--- src/serial_rx_pkg.sv ---
// Operation
// - Buffered character sets receive-complete, may interrupt
// - Address detect with nine-bit reception keeps only ninth-bit-set characters
// - Address detect acts only in nine-bit reception, where buffered characters read ninth bit one
// - No address detect: every character is buffered
// - Clearing continuous enable clears overrun flag
// - Clearing port enable flushes the buffer, clears overrun and idles the receive engine
// - Port active only when enabled; async needs sync clear
// - Reception needs continuous enable with port enabled
// - Ninth received bit reported in status register
// - Data register returns oldest character's low byte
// - Framing and overrun flags readable in status
// - Sync slave: sync, enable set, clock source clear
// - Sync slave receives only with continuous enable; single enable ignored
// - Sync slave completes characters and wakes in Sleep
// - Sync slave sets receive-complete after full character
// - Bit rate from divisor pair, speed and width
// - Sync slave otherwise matches sync master reception
package serial_rx_pkg;

  // Byte addresses of the register words
  localparam logic [4:0] ADDR_RX_STATUS = 5'h00;
  localparam logic [4:0] ADDR_RX_DATA = 5'h04;
  localparam logic [4:0] ADDR_TX_STATUS = 5'h08;
  localparam logic [4:0] ADDR_BAUD_CTRL = 5'h0C;
  localparam logic [4:0] ADDR_DIV_LOW = 5'h10;
  localparam logic [4:0] ADDR_DIV_HIGH = 5'h14;
  localparam logic [4:0] ADDR_INT_CTRL = 5'h18;

  // receive_status_control fields
  localparam int RS_PORT_EN = 7;
  localparam int RS_NINTH_EN = 6;
  localparam int RS_SINGLE_EN = 5;
  localparam int RS_CONT_EN = 4;
  localparam int RS_ADDR_EN = 3;
  localparam int RS_FRAME_ERR = 2;
  localparam int RS_OVERRUN = 1;
  localparam int RS_NINTH_BIT = 0;

  // transmit_status_control fields
  localparam int TS_CLOCK_SRC = 7;
  localparam int TS_SYNC_MODE = 4;
  localparam int TS_HIGH_SPEED = 2;

  // baud_control fields
  localparam int BC_IDLE = 6;
  localparam int BC_CLK_POL = 4;
  localparam int BC_WIDE_GEN = 3;

  // Interrupt control word fields
  localparam int IC_INT_EN = 0;
  localparam int IC_COMPLETE = 1;

  // Reset values
  localparam logic [7:0] RESET_BYTE = 8'h00;

  // Baud prescale shifts: 64, 16, 16 and 4 clocks per divisor step
  localparam logic [2:0] SHIFT_NARROW_LOW = 3'h6;
  localparam logic [2:0] SHIFT_MID = 3'h4;
  localparam logic [2:0] SHIFT_WIDE_HIGH = 3'h2;

  // Last data bit index for eight and nine bit characters
  localparam logic [3:0] LAST_BIT_8 = 4'h7;
  localparam logic [3:0] LAST_BIT_9 = 4'h8;

  // Receive buffer depth
  localparam int RX_DEPTH = 2;

  typedef struct packed {
    logic frameErr;
    logic ninth;
    logic [7:0] data;
  } rx_char_t;

  localparam int CHAR_W = $bits(rx_char_t);

endpackage

--- src/rx_fifo.sv ---
`timescale 1ns/1ps
module rx_fifo #(
  parameter int WIDTH = 10,
  parameter int DEPTH = 2
) (
  // Clock and reset
  input wire logic mclk,
  input wire logic rstn,
  input wire logic flush,
  // Fill side
  input wire logic pushValid,
  output logic pushReady,
  input wire logic [WIDTH-1:0] pushData,
  // Drain side
  output logic popValid,
  input wire logic popReady,
  output logic [WIDTH-1:0] popData
);
  localparam int AW = (DEPTH > 1) ? $clog2(DEPTH) : 1;

  if (DEPTH < 2 || WIDTH < 1) begin : gBadParams
    $error("rx_fifo needs DEPTH of at least 2 and WIDTH of at least 1");
  end

  logic [WIDTH-1:0] mem [DEPTH];
  logic [AW-1:0] wrPtr_q;
  logic [AW-1:0] rdPtr_q;
  logic [AW:0] count_q;
  logic doPush;
  logic doPop;

  assign pushReady = (count_q != (AW+1)'(DEPTH));
  assign popValid = (count_q != '0);
  assign popData = mem[rdPtr_q];
  assign doPush = pushValid & pushReady;
  assign doPop = popValid & popReady;

  always_ff @(posedge mclk) begin
    if (doPush) begin
      mem[wrPtr_q] <= pushData;
    end
  end

  always_ff @(posedge mclk or negedge rstn) begin
    if (!rstn) begin
      wrPtr_q <= '0;
      rdPtr_q <= '0;
      count_q <= '0;
    end else if (flush) begin
      wrPtr_q <= '0;
      rdPtr_q <= '0;
      count_q <= '0;
    end else begin
      if (doPush) begin
        wrPtr_q <= (wrPtr_q == AW'(DEPTH-1)) ? '0 : wrPtr_q + 1'b1;
      end
      if (doPop) begin
        rdPtr_q <= (rdPtr_q == AW'(DEPTH-1)) ? '0 : rdPtr_q + 1'b1;
      end
      if (doPush && !doPop) begin
        count_q <= count_q + 1'b1;
      end else if (doPop && !doPush) begin
        count_q <= count_q - 1'b1;
      end
    end
  end
endmodule

--- src/serial_receiver.sv ---
// Chosen here: the placing of the registers and the Avalon-MM slave port.
`timescale 1ns/1ps
module serial_receiver
  import serial_rx_pkg::*;
(
  // Clock and reset
  input wire logic mclk,
  input wire logic rstn,
  // Avalon-MM slave
  input wire logic [4:0] address,
  input wire logic read,
  input wire logic write,
  input wire logic [31:0] writedata,
  input wire logic [3:0] byteenable,
  output logic [31:0] readdata,
  output logic waitrequest,
  // Serial pins
  input wire logic serialDataLine,
  input wire logic serialClockLine,
  // Power state and requests
  input wire logic sleepMode,
  output logic receiveIrq,
  output logic wakeRequest
);
  typedef enum logic [1:0] {RX_IDLE, RX_START, RX_DATA, RX_STOP} rx_state_t;

  // Control registers
  logic portEnable_q;
  logic ninthEnable_q;
  logic singleEnable_q;
  logic contEnable_q;
  logic addrEnable_q;
  logic clockSource_q;
  logic syncMode_q;
  logic highSpeed_q;
  logic clkPolarity_q;
  logic wideGen_q;
  logic [7:0] divLow_q;
  logic [7:0] divHigh_q;
  logic intEnable_q;

  // Bus handshake
  logic ack_q;
  logic [31:0] readdata_q;
  logic wrAcc;
  logic rdAcc;

  // Pin synchronisers
  logic dataMeta_q;
  logic dataSync_q;
  logic clkMeta_q;
  logic clkSync_q;
  logic clkPrev_q;

  // Receive engine
  rx_state_t state_q;
  logic [23:0] cnt_q;
  logic [3:0] bitIdx_q;
  logic [8:0] shift_q;
  logic done_q;
  rx_char_t doneChar_q;
  logic overrun_q;
  logic irq_q;
  logic wake_q;

  // Derived control
  logic asyncMode;
  logic slaveMode;
  logic rxEnable;
  logic [15:0] divisor;
  logic [2:0] rateShift;
  logic [23:0] bitPeriod;
  logic [23:0] halfPeriod;
  logic sampleEdge;
  logic [3:0] lastBit;
  logic keepChar;
  rx_char_t newChar;

  // Buffer
  logic pushReady;
  logic popValid;
  rx_char_t head;

  assign asyncMode = portEnable_q & ~syncMode_q;
  assign slaveMode = portEnable_q & syncMode_q & ~clockSource_q;
  // Single enable takes no part in slave reception
  assign rxEnable = contEnable_q & (asyncMode | slaveMode);

  // Bit period in clocks
  always_comb begin
    divisor = wideGen_q ? {divHigh_q, divLow_q} : {8'h00, divLow_q};
    if (wideGen_q && highSpeed_q) begin
      rateShift = SHIFT_WIDE_HIGH;
    end else if (wideGen_q || highSpeed_q) begin
      rateShift = SHIFT_MID;
    end else begin
      rateShift = SHIFT_NARROW_LOW;
    end
    bitPeriod = (24'(divisor) + 24'h000001) << rateShift;
    halfPeriod = bitPeriod >> 1;
  end

  assign lastBit = ninthEnable_q ? LAST_BIT_9 : LAST_BIT_8;
  assign sampleEdge = clkPolarity_q ? (~clkPrev_q & clkSync_q) : (clkPrev_q & ~clkSync_q);

  // Character assembled from the shifter
  always_comb begin
    newChar = '0;
    if (ninthEnable_q) begin
      newChar.data = shift_q[7:0];
      newChar.ninth = shift_q[8];
    end else begin
      newChar.data = shift_q[8:1];
      newChar.ninth = 1'b0;
    end
  end

  // Bus handshake: one wait cycle per access
  assign waitrequest = (read | write) & ~ack_q;
  assign wrAcc = write & ack_q & byteenable[0];
  assign rdAcc = read & ack_q;
  assign readdata = readdata_q;

  always_ff @(posedge mclk or negedge rstn) begin
    if (!rstn) begin
      ack_q <= 1'b0;
    end else begin
      ack_q <= (read | write) & ~ack_q;
    end
  end

  // Read data capture
  always_ff @(posedge mclk or negedge rstn) begin
    if (!rstn) begin
      readdata_q <= '0;
    end else if (read && !ack_q) begin
      readdata_q <= '0;
      if (address == ADDR_RX_STATUS) begin
        readdata_q[RS_PORT_EN] <= portEnable_q;
        readdata_q[RS_NINTH_EN] <= ninthEnable_q;
        readdata_q[RS_SINGLE_EN] <= singleEnable_q;
        readdata_q[RS_CONT_EN] <= contEnable_q;
        readdata_q[RS_ADDR_EN] <= addrEnable_q;
        readdata_q[RS_FRAME_ERR] <= popValid & head.frameErr;
        readdata_q[RS_OVERRUN] <= overrun_q;
        readdata_q[RS_NINTH_BIT] <= popValid & head.ninth;
      end else if (address == ADDR_RX_DATA) begin
        readdata_q[7:0] <= popValid ? head.data : 8'h00;
      end else if (address == ADDR_TX_STATUS) begin
        readdata_q[TS_CLOCK_SRC] <= clockSource_q;
        readdata_q[TS_SYNC_MODE] <= syncMode_q;
        readdata_q[TS_HIGH_SPEED] <= highSpeed_q;
      end else if (address == ADDR_BAUD_CTRL) begin
        readdata_q[BC_IDLE] <= (state_q == RX_IDLE);
        readdata_q[BC_CLK_POL] <= clkPolarity_q;
        readdata_q[BC_WIDE_GEN] <= wideGen_q;
      end else if (address == ADDR_DIV_LOW) begin
        readdata_q[7:0] <= divLow_q;
      end else if (address == ADDR_DIV_HIGH) begin
        readdata_q[7:0] <= divHigh_q;
      end else if (address == ADDR_INT_CTRL) begin
        readdata_q[IC_INT_EN] <= intEnable_q;
        readdata_q[IC_COMPLETE] <= popValid;
      end
    end
  end

  // Register writes
  always_ff @(posedge mclk or negedge rstn) begin
    if (!rstn) begin
      portEnable_q <= RESET_BYTE[RS_PORT_EN];
      ninthEnable_q <= RESET_BYTE[RS_NINTH_EN];
      singleEnable_q <= RESET_BYTE[RS_SINGLE_EN];
      contEnable_q <= RESET_BYTE[RS_CONT_EN];
      addrEnable_q <= RESET_BYTE[RS_ADDR_EN];
      clockSource_q <= RESET_BYTE[TS_CLOCK_SRC];
      syncMode_q <= RESET_BYTE[TS_SYNC_MODE];
      highSpeed_q <= RESET_BYTE[TS_HIGH_SPEED];
      clkPolarity_q <= RESET_BYTE[BC_CLK_POL];
      wideGen_q <= RESET_BYTE[BC_WIDE_GEN];
      divLow_q <= RESET_BYTE;
      divHigh_q <= RESET_BYTE;
      intEnable_q <= RESET_BYTE[IC_INT_EN];
    end else if (wrAcc) begin
      if (address == ADDR_RX_STATUS) begin
        portEnable_q <= writedata[RS_PORT_EN];
        ninthEnable_q <= writedata[RS_NINTH_EN];
        singleEnable_q <= writedata[RS_SINGLE_EN];
        contEnable_q <= writedata[RS_CONT_EN];
        addrEnable_q <= writedata[RS_ADDR_EN];
      end else if (address == ADDR_TX_STATUS) begin
        clockSource_q <= writedata[TS_CLOCK_SRC];
        syncMode_q <= writedata[TS_SYNC_MODE];
        highSpeed_q <= writedata[TS_HIGH_SPEED];
      end else if (address == ADDR_BAUD_CTRL) begin
        clkPolarity_q <= writedata[BC_CLK_POL];
        wideGen_q <= writedata[BC_WIDE_GEN];
      end else if (address == ADDR_DIV_LOW) begin
        divLow_q <= writedata[7:0];
      end else if (address == ADDR_DIV_HIGH) begin
        divHigh_q <= writedata[7:0];
      end else if (address == ADDR_INT_CTRL) begin
        intEnable_q <= writedata[IC_INT_EN];
      end
    end
  end

  // Two-stage pin synchronisers
  always_ff @(posedge mclk or negedge rstn) begin
    if (!rstn) begin
      dataMeta_q <= 1'b1;
      dataSync_q <= 1'b1;
      clkMeta_q <= 1'b0;
      clkSync_q <= 1'b0;
      clkPrev_q <= 1'b0;
    end else begin
      dataMeta_q <= serialDataLine;
      dataSync_q <= dataMeta_q;
      clkMeta_q <= serialClockLine;
      clkSync_q <= clkMeta_q;
      clkPrev_q <= clkSync_q;
    end
  end

  // Receive engine; runs regardless of sleepMode
  always_ff @(posedge mclk or negedge rstn) begin
    if (!rstn) begin
      state_q <= RX_IDLE;
      cnt_q <= '0;
      bitIdx_q <= '0;
      shift_q <= '0;
      done_q <= 1'b0;
      doneChar_q <= '0;
    end else begin
      done_q <= 1'b0;
      if (!rxEnable || overrun_q) begin
        state_q <= RX_IDLE;
        cnt_q <= '0;
        bitIdx_q <= '0;
      end else if (slaveMode) begin
        // Slave: one bit per falling external clock edge (rising with clock polarity set), LSB first
        if (sampleEdge) begin
          shift_q <= {dataSync_q, shift_q[8:1]};
          state_q <= RX_DATA;
          if (bitIdx_q == lastBit) begin
            bitIdx_q <= '0;
            state_q <= RX_IDLE;
            done_q <= 1'b1;
            doneChar_q <= '0;
            if (ninthEnable_q) begin
              doneChar_q.data <= shift_q[8:1];
              doneChar_q.ninth <= dataSync_q;
            end else begin
              doneChar_q.data <= {dataSync_q, shift_q[8:2]};
            end
          end else begin
            bitIdx_q <= bitIdx_q + 4'h1;
          end
        end
      end else begin
        case (state_q)
          RX_IDLE: begin
            cnt_q <= '0;
            bitIdx_q <= '0;
            if (!dataSync_q) begin
              state_q <= RX_START;
            end
          end
          RX_START: begin
            cnt_q <= cnt_q + 24'h000001;
            if (cnt_q == halfPeriod - 24'h000001) begin
              cnt_q <= '0;
              state_q <= dataSync_q ? RX_IDLE : RX_DATA;
            end
          end
          RX_DATA: begin
            cnt_q <= cnt_q + 24'h000001;
            if (cnt_q == bitPeriod - 24'h000001) begin
              cnt_q <= '0;
              shift_q <= {dataSync_q, shift_q[8:1]};
              bitIdx_q <= bitIdx_q + 4'h1;
              if (bitIdx_q == lastBit) begin
                state_q <= RX_STOP;
              end
            end
          end
          RX_STOP: begin
            cnt_q <= cnt_q + 24'h000001;
            if (cnt_q == bitPeriod - 24'h000001) begin
              state_q <= RX_IDLE;
              done_q <= 1'b1;
              doneChar_q <= newChar;
              doneChar_q.frameErr <= ~dataSync_q;
            end
          end
          default: begin
            state_q <= RX_IDLE;
          end
        endcase
      end
    end
  end

  // Address filter on completed characters
  assign keepChar = ~(ninthEnable_q & addrEnable_q) | doneChar_q.ninth;

  // Overrun flag
  always_ff @(posedge mclk or negedge rstn) begin
    if (!rstn) begin
      overrun_q <= 1'b0;
    end else if (done_q && keepChar && !pushReady) begin
      overrun_q <= 1'b1;
    end else if (!contEnable_q || !portEnable_q) begin
      overrun_q <= 1'b0;
    end
  end

  // Receive-complete request and wake
  always_ff @(posedge mclk or negedge rstn) begin
    if (!rstn) begin
      irq_q <= 1'b0;
      wake_q <= 1'b0;
    end else begin
      irq_q <= popValid & intEnable_q;
      wake_q <= sleepMode & popValid & intEnable_q;
    end
  end

  assign receiveIrq = irq_q;
  assign wakeRequest = wake_q;

  // Two-entry receive buffer, flushed while the port is off
  rx_fifo #(
    .WIDTH(CHAR_W),
    .DEPTH(RX_DEPTH)
  ) uFifo (
    .mclk(mclk),
    .rstn(rstn),
    .flush(~portEnable_q),
    .pushValid(done_q & keepChar & ~overrun_q),
    .pushReady(pushReady),
    .pushData(doneChar_q),
    .popValid(popValid),
    .popReady(rdAcc && address == ADDR_RX_DATA),
    .popData(head)
  );
endmodule

--- config.mk ---
export PLATFORM = sky130hd
export DESIGN_NAME = serial_receiver
export DESIGN_NICKNAME = d
export VERILOG_FILES = /design/src/serial_rx_pkg.sv /design/src/rx_fifo.sv /design/src/serial_receiver.sv
export SDC_FILE = /design/constraint.sdc
export NUM_CORES = 1
export LEC_CHECK = 0
export ABC_AREA = 1
export ABC_CLOCK_PERIOD_IN_PS = 4500
export BUFFER_PORTS_ARGS = -buffer_cell sky130_fd_sc_hd__clkbuf_2
export CAP_MARGIN = 0
export CORE_MARGIN = 5
export CORE_UTILIZATION = 60
export CTS_CLUSTER_DIAMETER = 40
export CTS_CLUSTER_SIZE = 16
export DETAILED_ROUTE_END_ITERATION = 8
export PLACE_DENSITY = 0.8
export SYNTH_ARGS = -nofsm -noshare
export SYNTH_HDL_FRONTEND = slang
export SYNTH_SLANG_ARGS = --single-unit
--- constraint.sdc ---
create_clock -name mclk -period 4.5 [get_ports mclk]
set_clock_uncertainty 0.15 [all_clocks]
set_input_delay 0.9 -clock mclk [delete_from_list [all_inputs] [get_ports mclk]]
set_output_delay 0.9 -clock mclk [all_outputs]
set_load 0.01 [all_outputs]
; ---- After elaboration in Yosys (flattened, before gate mapping)
; Memories as Yosys holds them, arrays and structs flattened.
; Cells that the tools add are included.
; W data, S select, Z words.
[word_totals]
ram_bits = 20
wordCells = 218
reg_bits = 98
memories = 1
[memory_table]
columns = memory, words, width, read_ports, rd_clocked_by_memory_dff, write_ports, line
row1 = uFifo.mem, 2, 10, 1, 0, 1, rx_fifo.sv:25  ; logic [WIDTH-1:0] mem [DEPTH];
[classes]
add_sub_neg = 9
muxes = 76
n_eq_ne = 25
bitwise = 37
n_reduce_logical = 35
shift = 1
[op_table]
columns = op, n
row1 = $mux W24, 4
row2 = $pmux W24 S4, 1
row3 = $mux W10, 5
row4 = $eq A24 B24 Y1, 2
row5 = $mux W9, 5
row6 = $mux W8, 5
row7 = $mux W2, 19
row8 = $mux W1, 25
row9 = $add A24 B1 Y24 const B, 1
row10 = $mux W4, 6
row11 = $shl A17 B3 Y24, 1
row12 = $sub A23 B1 Y24 const B, 1
row13 = $sub A24 B1 Y24 const B, 1
row14 = $and A1 B1 Y1, 20
row15 = $add A16 B1 Y17 const B, 1
row16 = $mux W16, 1
row17 = $ne A4 B4 Y1 const B, 4
row18 = $eq A5 B5 Y1 const B, 3
row19 = $not A1 Y1, 14
row20 = $reduce_and A6 Y1, 2
row21 = $eq A5 B4 Y1 const B, 2
row22 = $ne A2 B1 Y1 const B, 5
row23 = $reduce_and A5 Y1, 2
row24 = $reduce_bool A2 Y1, 5
row25 = 26 further kinds, 48

; ---- Depth between registers and ports, before layout
; Gate-level depths: netlist of the first run.
[depth]
depth_word = 11
depth_mapped = 30
mapped_depth_nobuf = 27

; ---- Modules after synthesis
; From an unflattened synthesis of the first run, not the netlist that was laid out.
[hier_totals]
hier_cells = 1345
hier_area_um2 = 8943.6
[by_module_without_submodules]
columns = module, n_inst, cells_per_inst, seq_area_each_um2, area_per_inst_um2
row1 = serial_receiver, 1, 1257, 2354.8, 7953.9
row2 = rx_fifo, 1, 88, 700.7, 989.7

; ---- Least setup slack after synthesis of the first run
; No wires, ideal clock.
[synth_timing]
kind = register to register
startpoint = register wideGen_q
endpoint = register cnt_q[0]
period_less_slack_ps = 3708
n_path_buf = 6
arrival_ps = 3437
path_slack_ps = 792
path_stages_with_launch = 29
required_time_ps = 4229
cell_sequence = dfrtp_1 buf_2 buf_2 inv_1 ha_1 buf_2 buf_2 buf_2 nand2_1 ha_1 nand2_1 xor2_1 inv_1 xor2_1 nor2_1 nand2_1 nor2_1 nand2_1 nor2_1 nand3_1 nor2_1 nand2_1 nor2_1 nand2_1 nand2_1 nand3_1 nand2_2 buf_6 a21oi_2
[synth_via]
elab_chain_len = 10
[synth_rtl]
columns = item, line
row1 = from (decl), serial_receiver.sv:37  ; logic wideGen_q;
row2 = from (signal assigned), serial_receiver.sv:180  ; wideGen_q <= RESET_BYTE[BC_WIDE_GEN];
row3 = from (signal assigned), serial_receiver.sv:197  ; wideGen_q <= writedata[BC_WIDE_GEN];
row4 = "parallel branches: the longest is 3 deep, another holds $add A16 B1 Y17", -
row5 = $shl A17 B3 Y24 *, serial_receiver.sv:99  ; bitPeriod = (24'(divisor) + 24'h000001) << rateShift;
row6 = $sub A24 B1 Y24 / $sub A23 B1 Y24 (equally long branches), "serial_receiver.sv:278, serial_receiver.sv:271"
row7 = "$eq A24 B24 Y1, on equally long branches", "serial_receiver.sv:278, serial_receiver.sv:271"
row8 = "$mux W24, on equally long branches", "serial_receiver.sv:278, serial_receiver.sv:271"
row9 = $pmux W24 S4 *, serial_receiver.sv:261  ; case (state_q)
row10 = $mux W24 *, serial_receiver.sv:240  ; end else if (slaveMode) begin
row11 = $mux W24 *, serial_receiver.sv:236  ; if (!rxEnable || overrun_q) begin
row12 = to (signal assigned), serial_receiver.sv:270  ; cnt_q <= cnt_q + 24'h000001;
row13 = to (signal assigned), serial_receiver.sv:277  ; cnt_q <= cnt_q + 24'h000001;
row14 = to (signal assigned), serial_receiver.sv:288  ; cnt_q <= cnt_q + 24'h000001;
row15 = to (decl), serial_receiver.sv:57  ; logic [23:0] cnt_q;
; Mark *: on every way between the ends. The select of a mux whose other input is x is not followed.
; A chain may end at the register's enable or synchronous reset.

; ---- Final worst setup path of the first run
[layout_timing]
startpoint = register highSpeed_q
endpoint = register cnt_q[16]
[layout_via]
elab_chain_len = 10
[layout_rtl]
columns = item, line
row1 = from (decl), serial_receiver.sv:35  ; logic highSpeed_q;
row2 = from (signal assigned), serial_receiver.sv:178  ; highSpeed_q <= RESET_BYTE[TS_HIGH_SPEED];
row3 = from (signal assigned), serial_receiver.sv:194  ; highSpeed_q <= writedata[TS_HIGH_SPEED];
row4 = $logic_or A1 B1 Y1, serial_receiver.sv:94  ; end else if (wideGen_q || highSpeed_q) begin
row5 = $mux W2, serial_receiver.sv:94
row6 = $mux W3 *, serial_receiver.sv:92  ; if (wideGen_q && highSpeed_q) begin
row7 = $shl A17 B3 Y24 *, serial_receiver.sv:99
row8 = $sub A24 B1 Y24 / $sub A23 B1 Y24 (equally long branches), "serial_receiver.sv:278, serial_receiver.sv:271"
row9 = "$eq A24 B24 Y1, on equally long branches", "serial_receiver.sv:278, serial_receiver.sv:271"
row10 = "$mux W24, on equally long branches", "serial_receiver.sv:278, serial_receiver.sv:271"
row11 = $pmux W24 S4 *, serial_receiver.sv:261
row12 = $mux W24 *, serial_receiver.sv:240
row13 = $mux W24 *, serial_receiver.sv:236
; Mark *: on every way between the ends. The rest lies on a longest branch, timed or not. The select of a mux whose other input is x is not followed.

==> flow_results.xml, run 1 <==
<?xml version="1.0" encoding="UTF-8"?>
<metrics>
  <group name="flow_run">
    <metric name="max_cap_violations" unit="">0</metric>
  </group>
  <group name="logic_synthesis">
    <metric name="syn_avg_cell_area" unit="µm²">6.68</metric>
    <metric name="yosysSeqAreaShare" unit="%">33.3</metric>
    <metric name="post_syn_area" unit="µm²">9180</metric>
    <metric name="synth_cells" unit="">1373</metric>
    <metric name="ys_warn_count" unit="">0</metric>
    <metric name="yosys.cell_types.count" unit="">55</metric>
    <metric name="ys_seq_elements" unit="">118</metric>
  </group>
  <group name="placement">
    <metric name="portBuffers" unit="">31</metric>
    <metric name="place_inst" unit="">1561</metric>
    <metric name="gp_congestion" unit="">0.952</metric>
    <metric name="post-dp-hpwl" unit="mm">18.3</metric>
  </group>
  <group name="cts">
    <metric name="postCtsSetupBuffers" unit="">0</metric>
    <metric name="cts_max_path_buffers" unit="">2</metric>
    <metric name="post_cts_hold_fix_bufs" unit="">0</metric>
    <metric name="cts_htree_levels" unit="">4</metric>
    <metric name="clkLatencyLatePin" unit="ns">0.43</metric>
    <metric name="cts.reportedPaths.clkPinSlew" unit="ns">0.06</metric>
    <metric name="cts_root_buf" unit="">sky130_fd_sc_hd__clkbuf_16</metric>
    <metric name="cts-buffers-inserted" unit="">17</metric>
    <metric name="clkSinkCount" unit="">118</metric>
    <metric name="post_cts_repair_resize_count" unit="">0</metric>
    <metric name="tritoncts" unit="">built</metric>
  </group>
  <group name="global_routing">
    <metric name="grtUsageTotal" unit="%">27.3</metric>
    <metric name="grt_most_used_layer" unit="">met2</metric>
    <metric name="global_route.overflow_total" unit="">0</metric>
    <metric name="grt_use_met3" unit="%">6.27</metric>
    <metric name="grt_start_max_net_pins" unit="">75</metric>
    <metric name="grt_first_pass_wirelength" unit="mm">39.7</metric>
    <metric name="via_count_of_the_first_global_routing_pass" unit="">8411</metric>
    <metric name="groute.layer.met2.usage" unit="%">48.2</metric>
    <metric name="number_of_antenna_violations_at_the_first_check_in_global_routing" unit="">0</metric>
    <metric name="global_route.usage.met1" unit="%">33.2</metric>
  </group>
  <group name="sta">
    <metric name="report.final.setup_viol" unit="">0</metric>
    <metric name="tightest_pin_transition" unit="ns">0.941</metric>
    <metric name="finalMaxSlewViolations" unit="">0</metric>
    <metric name="final-hold-violation-count" unit="">0</metric>
    <metric name="min_period" unit="ns">4.13</metric>
    <metric name="relSlewSlack" unit="%">37.0</metric>
    <metric name="timing.fmax" unit="MHz">242</metric>
    <metric name="layout_worst_path_cycle_share" unit="%">91.8</metric>
    <metric name="rsz_0062_raised_after_global_routing" unit="">false</metric>
    <metric name="fin_worst_hold_slack" unit="ns">0.209</metric>
    <metric name="totalNegativeSetupSlack" unit="ns">0</metric>
  </group>
  <group name="worst_hold_path">
    <metric name="whs_endpoint" unit="">dataSync_q$_DFF_PN1_</metric>
    <metric name="hp-start" unit="">dataMeta_q$_DFF_PN1_</metric>
    <metric name="worstHoldPathCells" unit="">0</metric>
    <metric name="min-delay-path-class" unit="">reg -&gt; reg</metric>
  </group>
  <group name="cells_and_area">
    <metric name="commonest_cells_after_routing_fill_and_taps_aside" unit="">442 x sky130_fd_sc_hd__nand2_1, 214 x sky130_fd_sc_hd__nand3_1, 122 x sky130_fd_sc_hd__inv_1</metric>
    <metric name="area_growth_syn_to_layout" unit="%">8.63</metric>
    <metric name="post_route_cells_drive_above_1_share" unit="%">12.0</metric>
    <metric name="layout.core_utilization" unit="%">66.1</metric>
    <metric name="n_antenna_cell" unit="">0</metric>
    <metric name="final_std_cells_w_o_fill" unit="">1593</metric>
    <metric name="mostFrequentLayoutCell" unit="">sky130_fd_sc_hd__nand2_1</metric>
    <metric name="final_nets" unit="">1447</metric>
  </group>
  <group name="route">
    <metric name="drt_wl_total" unit="mm">24.3</metric>
    <metric name="routed-via-count" unit="">9157</metric>
    <metric name="vias_per_cell" unit="">5.75</metric>
    <metric name="total_iterations_of_the_first_detailed_routing_run" unit="">6</metric>
    <metric name="wl_per_cell" unit="µm">15.2</metric>
    <metric name="ant_nets" unit="">0</metric>
    <metric name="remaining_drc_errors" unit="">0</metric>
    <metric name="initialDrtViolationCount" unit="">736</metric>
  </group>
  <group name="critical_path">
    <metric name="rr_startpoint" unit="">highSpeed_q$_DFFE_PN0P_</metric>
    <metric name="crit-reg2reg-capture" unit="">cnt_q[16]$_DFFE_PN0P_</metric>
    <metric name="setup.reg_to_reg.worst_slack" unit="ns">0.37</metric>
    <metric name="cp-end-kind" unit="">register</metric>
    <metric name="criticalPathCategory" unit="">reg -&gt; reg</metric>
    <metric name="ff_to_ff_path_depth" unit="">24</metric>
    <metric name="startpoint_type" unit="">register</metric>
    <metric name="worst-path-max-fanout" unit="">18</metric>
    <metric name="worst_ep_required_time" unit="ns">4.65</metric>
    <metric name="worstPathArrival" unit="ns">4.28</metric>
  </group>
  <group name="power_and_ir_drop">
    <metric name="power.density_cell_area" unit="nW/µm²">344</metric>
    <metric name="max-vdd-ir-drop" unit="mV">0.305</metric>
    <metric name="power.total" unit="mW">3.42</metric>
    <metric name="leakagePower" unit="nW">4.83</metric>
  </group>
  <group name="floorplan">
    <metric name="floorplan.die_area" unit="µm²">17900</metric>
    <metric name="fp.dieW" unit="µm">134</metric>
    <metric name="initial_core_util" unit="%">60.8</metric>
    <metric name="std_cell_rows" unit="">45</metric>
    <metric name="die_h" unit="µm">134</metric>
    <metric name="number_of_top_level_pins" unit="">83</metric>
    <metric name="coreArea" unit="µm²">15100</metric>
  </group>
  <group name="run_status">
    <metric name="run_status" unit="">finished, final reports clean</metric>
  </group>
</metrics>
==> metrics by stage <==
stage	worst slack (ns)	area [µm²]
2_1_floorplan	0.792	9260
3_3_place_gp	0.360	9360
3_5_place_dp	0.342	9360
4_1_cts	0.319	9950
5_1_grt	0.0117	9970
6_report	0.368	9970
==> kinds of logic after synthesis <==
| group | Yosys count | synth area share, % |
|---|---|---|
| simple gates | 872 | 42.8 |
| buf+inv | 195 | 9.63 |
| compound gates | 141 | 9.34 |
| flops | 118 | 33.3 |
| xor+xnor | 37 | 3.68 |
| fa+ha+maj | 7 | 0.954 |
| mux | 2 | 0.218 |
| other cells | 1 | 0.0409 |
==> worst max path at each step <==
stage	from	to	slack [ns]	cells after the start
after detailed placement	highSpeed_q$_DFFE_PN0P_	cnt_q[16]$_DFFE_PN0P_	0.34	23
after global routing	highSpeed_q$_DFFE_PN0P_	shift_q[7]$_DFFE_PN0P_	0.01	21
after CTS	highSpeed_q$_DFFE_PN0P_	cnt_q[16]$_DFFE_PN0P_	0.32	23
final	highSpeed_q$_DFFE_PN0P_	cnt_q[16]$_DFFE_PN0P_	0.37	24
after floorplan	wideGen_q$_DFFE_PN0P_	cnt_q[0]$_DFFE_PN0P_	0.79	28
after global placement	highSpeed_q$_DFFE_PN0P_	doneChar_q[9]$_DFFE_PN0P_	0.36	20
==> power breakdown <==
group	switching, mW	internal (mW)	leakage, nW
Sequential	0.0458	1.11	1.52
Combinational	0.612	0.281	3.02
Clock	0.542	0.830	0.290
Total	1.20	2.22	4.83
==> cell type report <==
| type | count | area [µm²] |
|---|---|---|
| clock buffers | 18 | 429 |
| clock inverters | 14 | 163 |
| fillers | 1372 | 5120 |
| inverters | 129 | 485 |
| multi-input cells | 1083 | 5340 |
| flip-flops and latches | 118 | 3060 |
| well taps | 188 | 235 |
| repair buffers | 43 | 264 |
==> Yosys cell counts, drive strengths merged <==
library cell	instances	area share, %
nand4	28	1.9
o211ai	3	0.25
xnor2	4	0.38
xnor3	1	0.25
a21oi	22	1.2
o22ai	1	0.068
o221ai	1	0.095
nor4	3	0.20
a2111oi	1	0.095
conb	1	0.041
clkinv	4	0.18
mux2i	2	0.22
or2	2	0.14
a211oi	2	0.16
a31oi	6	0.41
edfxtp	20	6.5
nor3	15	0.98
inv	125	5.1
a221oi	3	0.29
o31ai	2	0.16
ha	7	0.95
nand2	463	20
o32ai	1	0.095
o21bai	1	0.082
clkbuf	16	0.67
buf	50	3.7
a41oi	1	0.095
a21boi	2	0.16
o2111ai	1	0.095
nor3b	1	0.082
dfstp	2	0.57
o311ai	1	0.095
nand3	223	13
nor2	134	7.0
xor2	32	3.1
dfrtp	96	26
o21ai	91	5.8
nand3b	3	0.25
o21a	2	0.16
==> metal layers <==
layer  vias to the layer above  routed length [µm]  share of wire (%)
met4                         0                 484                2.0
met5                         -                   0                  0
met2                       344               12200                 50
li1                       4493                   -                  -
met1                      4263                9980                 41
met3                        57                1580                6.5
==> worst max-delay path: stages (launching register included) <==
cell and delay, ns:
sky130_fd_sc_hd__dfrtp_1 0.38, sky130_fd_sc_hd__inv_1 0.07, sky130_fd_sc_hd__ha_1 0.43, sky130_fd_sc_hd__inv_1 0.33, sky130_fd_sc_hd__buf_4 0.29, sky130_fd_sc_hd__nand3_1 0.12, sky130_fd_sc_hd__nand3_1 0.12, sky130_fd_sc_hd__nand2_1 0.11
sky130_fd_sc_hd__nor2_4 0.17, sky130_fd_sc_hd__nand3_1 0.13, sky130_fd_sc_hd__nor2_1 0.25, sky130_fd_sc_hd__nand2_1 0.08, sky130_fd_sc_hd__nand2_1 0.07, sky130_fd_sc_hd__nand2_1 0.06, sky130_fd_sc_hd__nor2_1 0.13, sky130_fd_sc_hd__nand2_1 0.07
sky130_fd_sc_hd__nor2_1 0.08, sky130_fd_sc_hd__nand2_1 0.05, sky130_fd_sc_hd__nor2_1 0.08, sky130_fd_sc_hd__nand2_1 0.15, sky130_fd_sc_hd__nand2_1 0.10, sky130_fd_sc_hd__nand3_1 0.13, sky130_fd_sc_hd__nand2_4 0.21, sky130_fd_sc_hd__buf_12 0.18
sky130_fd_sc_hd__o21ai_2 0.06
==> flip-flops by register name (all words and copies together), names as in the netlist, 2 cells and up <==
signal / count
divLow_q: 8
state_q: 2
uFifo.mem: 20
bitIdx_q: 4
divHigh_q: 8
cnt_q: 24
readdata: 8
uFifo.count_q: 2
shift_q: 9
doneChar_q: 10
Note: power is estimated with default switching activity, not from simulation.
==> run 2, diff against run 1 <==
--- a/config.mk
+++ b/config.mk
@@ -15,6 +15,8 @@
 export CTS_CLUSTER_SIZE = 16
 export DETAILED_ROUTE_END_ITERATION = 8
 export PLACE_DENSITY = 0.8
+export REMOVE_ABC_BUFFERS = 1
+export SKIP_LAST_GASP = 1
 export SYNTH_ARGS = -nofsm -noshare
 export SYNTH_HDL_FRONTEND = slang
 export SYNTH_SLANG_ARGS = --single-unit
==> run 2 against run 1 <==
Compared with the run above:
- critical endpoint is now cnt_q[22]$_DFFE_PN0P_
- sequential share of layout area is 0.20 points higher
- largest power group unchanged
- die area stayed put
- power is 4.1% lower
- cell count stayed put
==> flow_results.xml, run 2 (synthesis results as in run 1) <==
<?xml version="1.0" encoding="UTF-8"?>
<metrics>
  <group name="sta">
    <metric name="tightest_pin_transition" unit="ns">0.917</metric>
    <metric name="rsz_0062_raised_after_global_routing" unit="">false</metric>
    <metric name="totalNegativeSetupSlack" unit="ns">0</metric>
    <metric name="finalMaxSlewViolations" unit="">0</metric>
    <metric name="final-hold-violation-count" unit="">0</metric>
    <metric name="layout_worst_path_cycle_share" unit="%">92.2</metric>
    <metric name="relSlewSlack" unit="%">38.7</metric>
    <metric name="report.final.setup_viol" unit="">0</metric>
    <metric name="fin_worst_hold_slack" unit="ns">0.206</metric>
    <metric name="min_period" unit="ns">4.15</metric>
    <metric name="timing.fmax" unit="MHz">241</metric>
    <metric name="worst_slack" unit="ns">0.353</metric>
  </group>
  <group name="cells_and_area">
    <metric name="max_flop_register" unit="">cnt_q</metric>
    <metric name="area_growth_syn_to_layout" unit="%">7.94</metric>
    <metric name="n_fill_cell" unit="">1367</metric>
    <metric name="final_nets" unit="">1447</metric>
    <metric name="reg_top3" unit="">cnt_q x24, uFifo.mem x20, doneChar_q x10</metric>
    <metric name="mostFrequentLayoutCell" unit="">sky130_fd_sc_hd__nand2_1</metric>
    <metric name="n_antenna_cell" unit="">0</metric>
    <metric name="post_route_cells_drive_above_1_share" unit="%">12.0</metric>
    <metric name="commonest_cells_after_routing_fill_and_taps_aside" unit="">443 x sky130_fd_sc_hd__nand2_1, 214 x sky130_fd_sc_hd__nand3_1, 121 x sky130_fd_sc_hd__inv_1</metric>
    <metric name="largest_register_ff_count" unit="">24</metric>
  </group>
  <group name="critical_path">
    <metric name="cpMostUsedCell" unit="">sky130_fd_sc_hd__nand2_1</metric>
    <metric name="worstPathArrival" unit="ns">4.30</metric>
    <metric name="timing.critical_path.cells" unit="">inv_1 -&gt; ha_1 -&gt; or2_2 -&gt; nand3_2 -&gt; ha_1 -&gt; nand2_1 -&gt; nor2_1 -&gt; nand2_1 -&gt; nor2_1 -&gt; nand3_1 -&gt; nor2_2 -&gt; nand2_1 -&gt; nand2_1 -&gt; inv_1 -&gt; nor2_1 -&gt; nand2_1 -&gt; nor2_1 -&gt; nand2_1 -&gt; nand2_1 -&gt; nand3_1 -&gt; nand2_2 -&gt; buf_12 -&gt; o21ai_2</metric>
    <metric name="timing.critical_path.slowest_stage_cell" unit="">sky130_fd_sc_hd__ha_1</metric>
    <metric name="startpoint_type" unit="">register</metric>
    <metric name="criticalPathCategory" unit="">reg -&gt; reg</metric>
    <metric name="worst_ep_required_time" unit="ns">4.66</metric>
    <metric name="crit_path_max_incr_delay" unit="ns">0.45</metric>
    <metric name="cp-end-kind" unit="">register</metric>
    <metric name="worst-path-max-fanout" unit="">13</metric>
  </group>
  <group name="worst_hold_path">
    <metric name="min-delay-path-class" unit="">reg -&gt; reg</metric>
  </group>
  <group name="cts">
    <metric name="tritoncts" unit="">built</metric>
    <metric name="cts.reportedPaths.clkPinSlew" unit="ns">0.06</metric>
    <metric name="post_cts_hold_fix_bufs" unit="">0</metric>
    <metric name="cts-buffers-inserted" unit="">17</metric>
    <metric name="clkSinkCount" unit="">118</metric>
    <metric name="post_cts_repair_resize_count" unit="">0</metric>
    <metric name="clkLatencyLatePin" unit="ns">0.42</metric>
    <metric name="cts_htree_levels" unit="">4</metric>
    <metric name="cts_root_buf" unit="">sky130_fd_sc_hd__clkbuf_16</metric>
    <metric name="postCtsSetupBuffers" unit="">0</metric>
    <metric name="cts_max_path_buffers" unit="">2</metric>
  </group>
  <group name="global_routing">
    <metric name="number_of_antenna_violations_at_the_first_check_in_global_routing" unit="">0</metric>
    <metric name="grtUsageTotal" unit="%">27.7</metric>
    <metric name="grt_first_pass_wirelength" unit="mm">40.3</metric>
    <metric name="via_count_of_the_first_global_routing_pass" unit="">8386</metric>
    <metric name="grt_start_max_net_pins" unit="">73</metric>
    <metric name="global_route.overflow_total" unit="">0</metric>
  </group>
  <group name="flow_run">
    <metric name="max_cap_violations" unit="">0</metric>
  </group>
  <group name="placement">
    <metric name="portBuffers" unit="">31</metric>
    <metric name="dp_slack" unit="ns">0.410</metric>
    <metric name="gp_congestion" unit="">0.953</metric>
    <metric name="post-dp-hpwl" unit="mm">18.6</metric>
  </group>
  <group name="route">
    <metric name="routed-via-count" unit="">9033</metric>
    <metric name="initialDrtViolationCount" unit="">702</metric>
    <metric name="total_iterations_of_the_first_detailed_routing_run" unit="">6</metric>
    <metric name="ant_nets" unit="">0</metric>
    <metric name="remaining_drc_errors" unit="">0</metric>
    <metric name="wl_per_cell" unit="µm">15.0</metric>
    <metric name="vias_per_cell" unit="">5.67</metric>
    <metric name="drt_wl_total" unit="mm">24.0</metric>
  </group>
  <group name="floorplan">
    <metric name="floorplan.die_area" unit="µm²">17900</metric>
    <metric name="number_of_top_level_pins" unit="">83</metric>
    <metric name="fp.dieW" unit="µm">134</metric>
    <metric name="std_cell_rows" unit="">45</metric>
    <metric name="initial_core_util" unit="%">60.8</metric>
    <metric name="coreArea" unit="µm²">15100</metric>
    <metric name="die_h" unit="µm">134</metric>
  </group>
  <group name="power_and_ir_drop">
    <metric name="max-vdd-ir-drop" unit="mV">0.268</metric>
    <metric name="leakagePower" unit="nW">4.77</metric>
    <metric name="power.total" unit="mW">3.28</metric>
    <metric name="power.density_cell_area" unit="nW/µm²">332</metric>
  </group>
  <group name="run_status">
    <metric name="run_status" unit="">finished, final reports clean</metric>
  </group>
</metrics>
-- run 2: changes by cell type in the layout (fill, tap and decap cells not counted), moves of 2 or more --
cell and change:
sky130_fd_sc_hd__clkinv_2 +2, sky130_fd_sc_hd__clkinvlp_4 +4, sky130_fd_sc_hd__clkinv_4 -3, sky130_fd_sc_hd__bufinv_16 -2
-- run 2: worst paths after layout --
check / from / endpoint / slack, ns / depth (start not counted)
max in group asynchronous: rstn / cnt_q[11]$_DFFE_PN0P_ / 2.85 / 2
hold reg to reg: dataMeta_q$_DFF_PN1_ / dataSync_q$_DFF_PN1_ / 0.21 / 0
hold / removal: dataMeta_q$_DFF_PN1_ / dataSync_q$_DFF_PN1_ / 0.21 / 0
setup reg to reg: highSpeed_q$_DFFE_PN0P_ / cnt_q[22]$_DFFE_PN0P_ / 0.35 / 23
setup / recovery: highSpeed_q$_DFFE_PN0P_ / cnt_q[22]$_DFFE_PN0P_ / 0.35 / 23
min in group asynchronous: rstn / portEnable_q$_DFFE_PN0P_ / 0.46 / 1
-- run 2: report_power, final --
part	switching [mW]	internal (mW)	leakage (nW)
Combinational	0.609	0.281	3.00
Sequential	0.0451	1.11	1.52
Clock	0.515	0.721	0.255
Total	1.17	2.12	4.77
-- run 2: stage by stage --
stage	area, µm²	utilization [%]	std cells
after floorplan	8860	-	1330
after global placement	9360	62.0	1561
after detailed placement	9360	62.0	1561
after CTS	9900	65.6	1593
after global routing	9900	65.6	1593
final	9900	65.6	1593
-- run 2: area by class of cell --
| class | instances | area (µm²) | share of cell area (%) |
|---|---|---|---|
| Clock buffer | 19 | 443 | 4.47 |
| Timing Repair Buffer | 43 | 260 | 2.63 |
| Clock inverter | 13 | 96.3 | 0.973 |
| Tap cell | 188 | 235 | 2.37 |
| Inverter | 129 | 485 | 4.90 |
| Multi-Input combinational cell | 1083 | 5330 | 53.8 |
| Sequential cell | 118 | 3060 | 30.8 |
-- run 2: layer usage --
| layer | wire [µm] | global-route usage (%) |
|---|---|---|
| met3 | 1400 | 5.17 |
| met2 | 11700 | 46.8 |
| met5 | 0 | 0 |
| met4 | 554 | 9.31 |
| met1 | 10300 | 35.9 |
-- run 2: worst max-delay path: cells and delay by family, from the launching register on --
family / cells / cell delay (ns)
AOI/OAI and AO/OA: 1 / 0.06
adders and majority gates: 2 / 0.61
buffers and inverters: 3 / 0.32
DFF: 1 / 0.38
and+or+nand+nor: 17 / 2.49
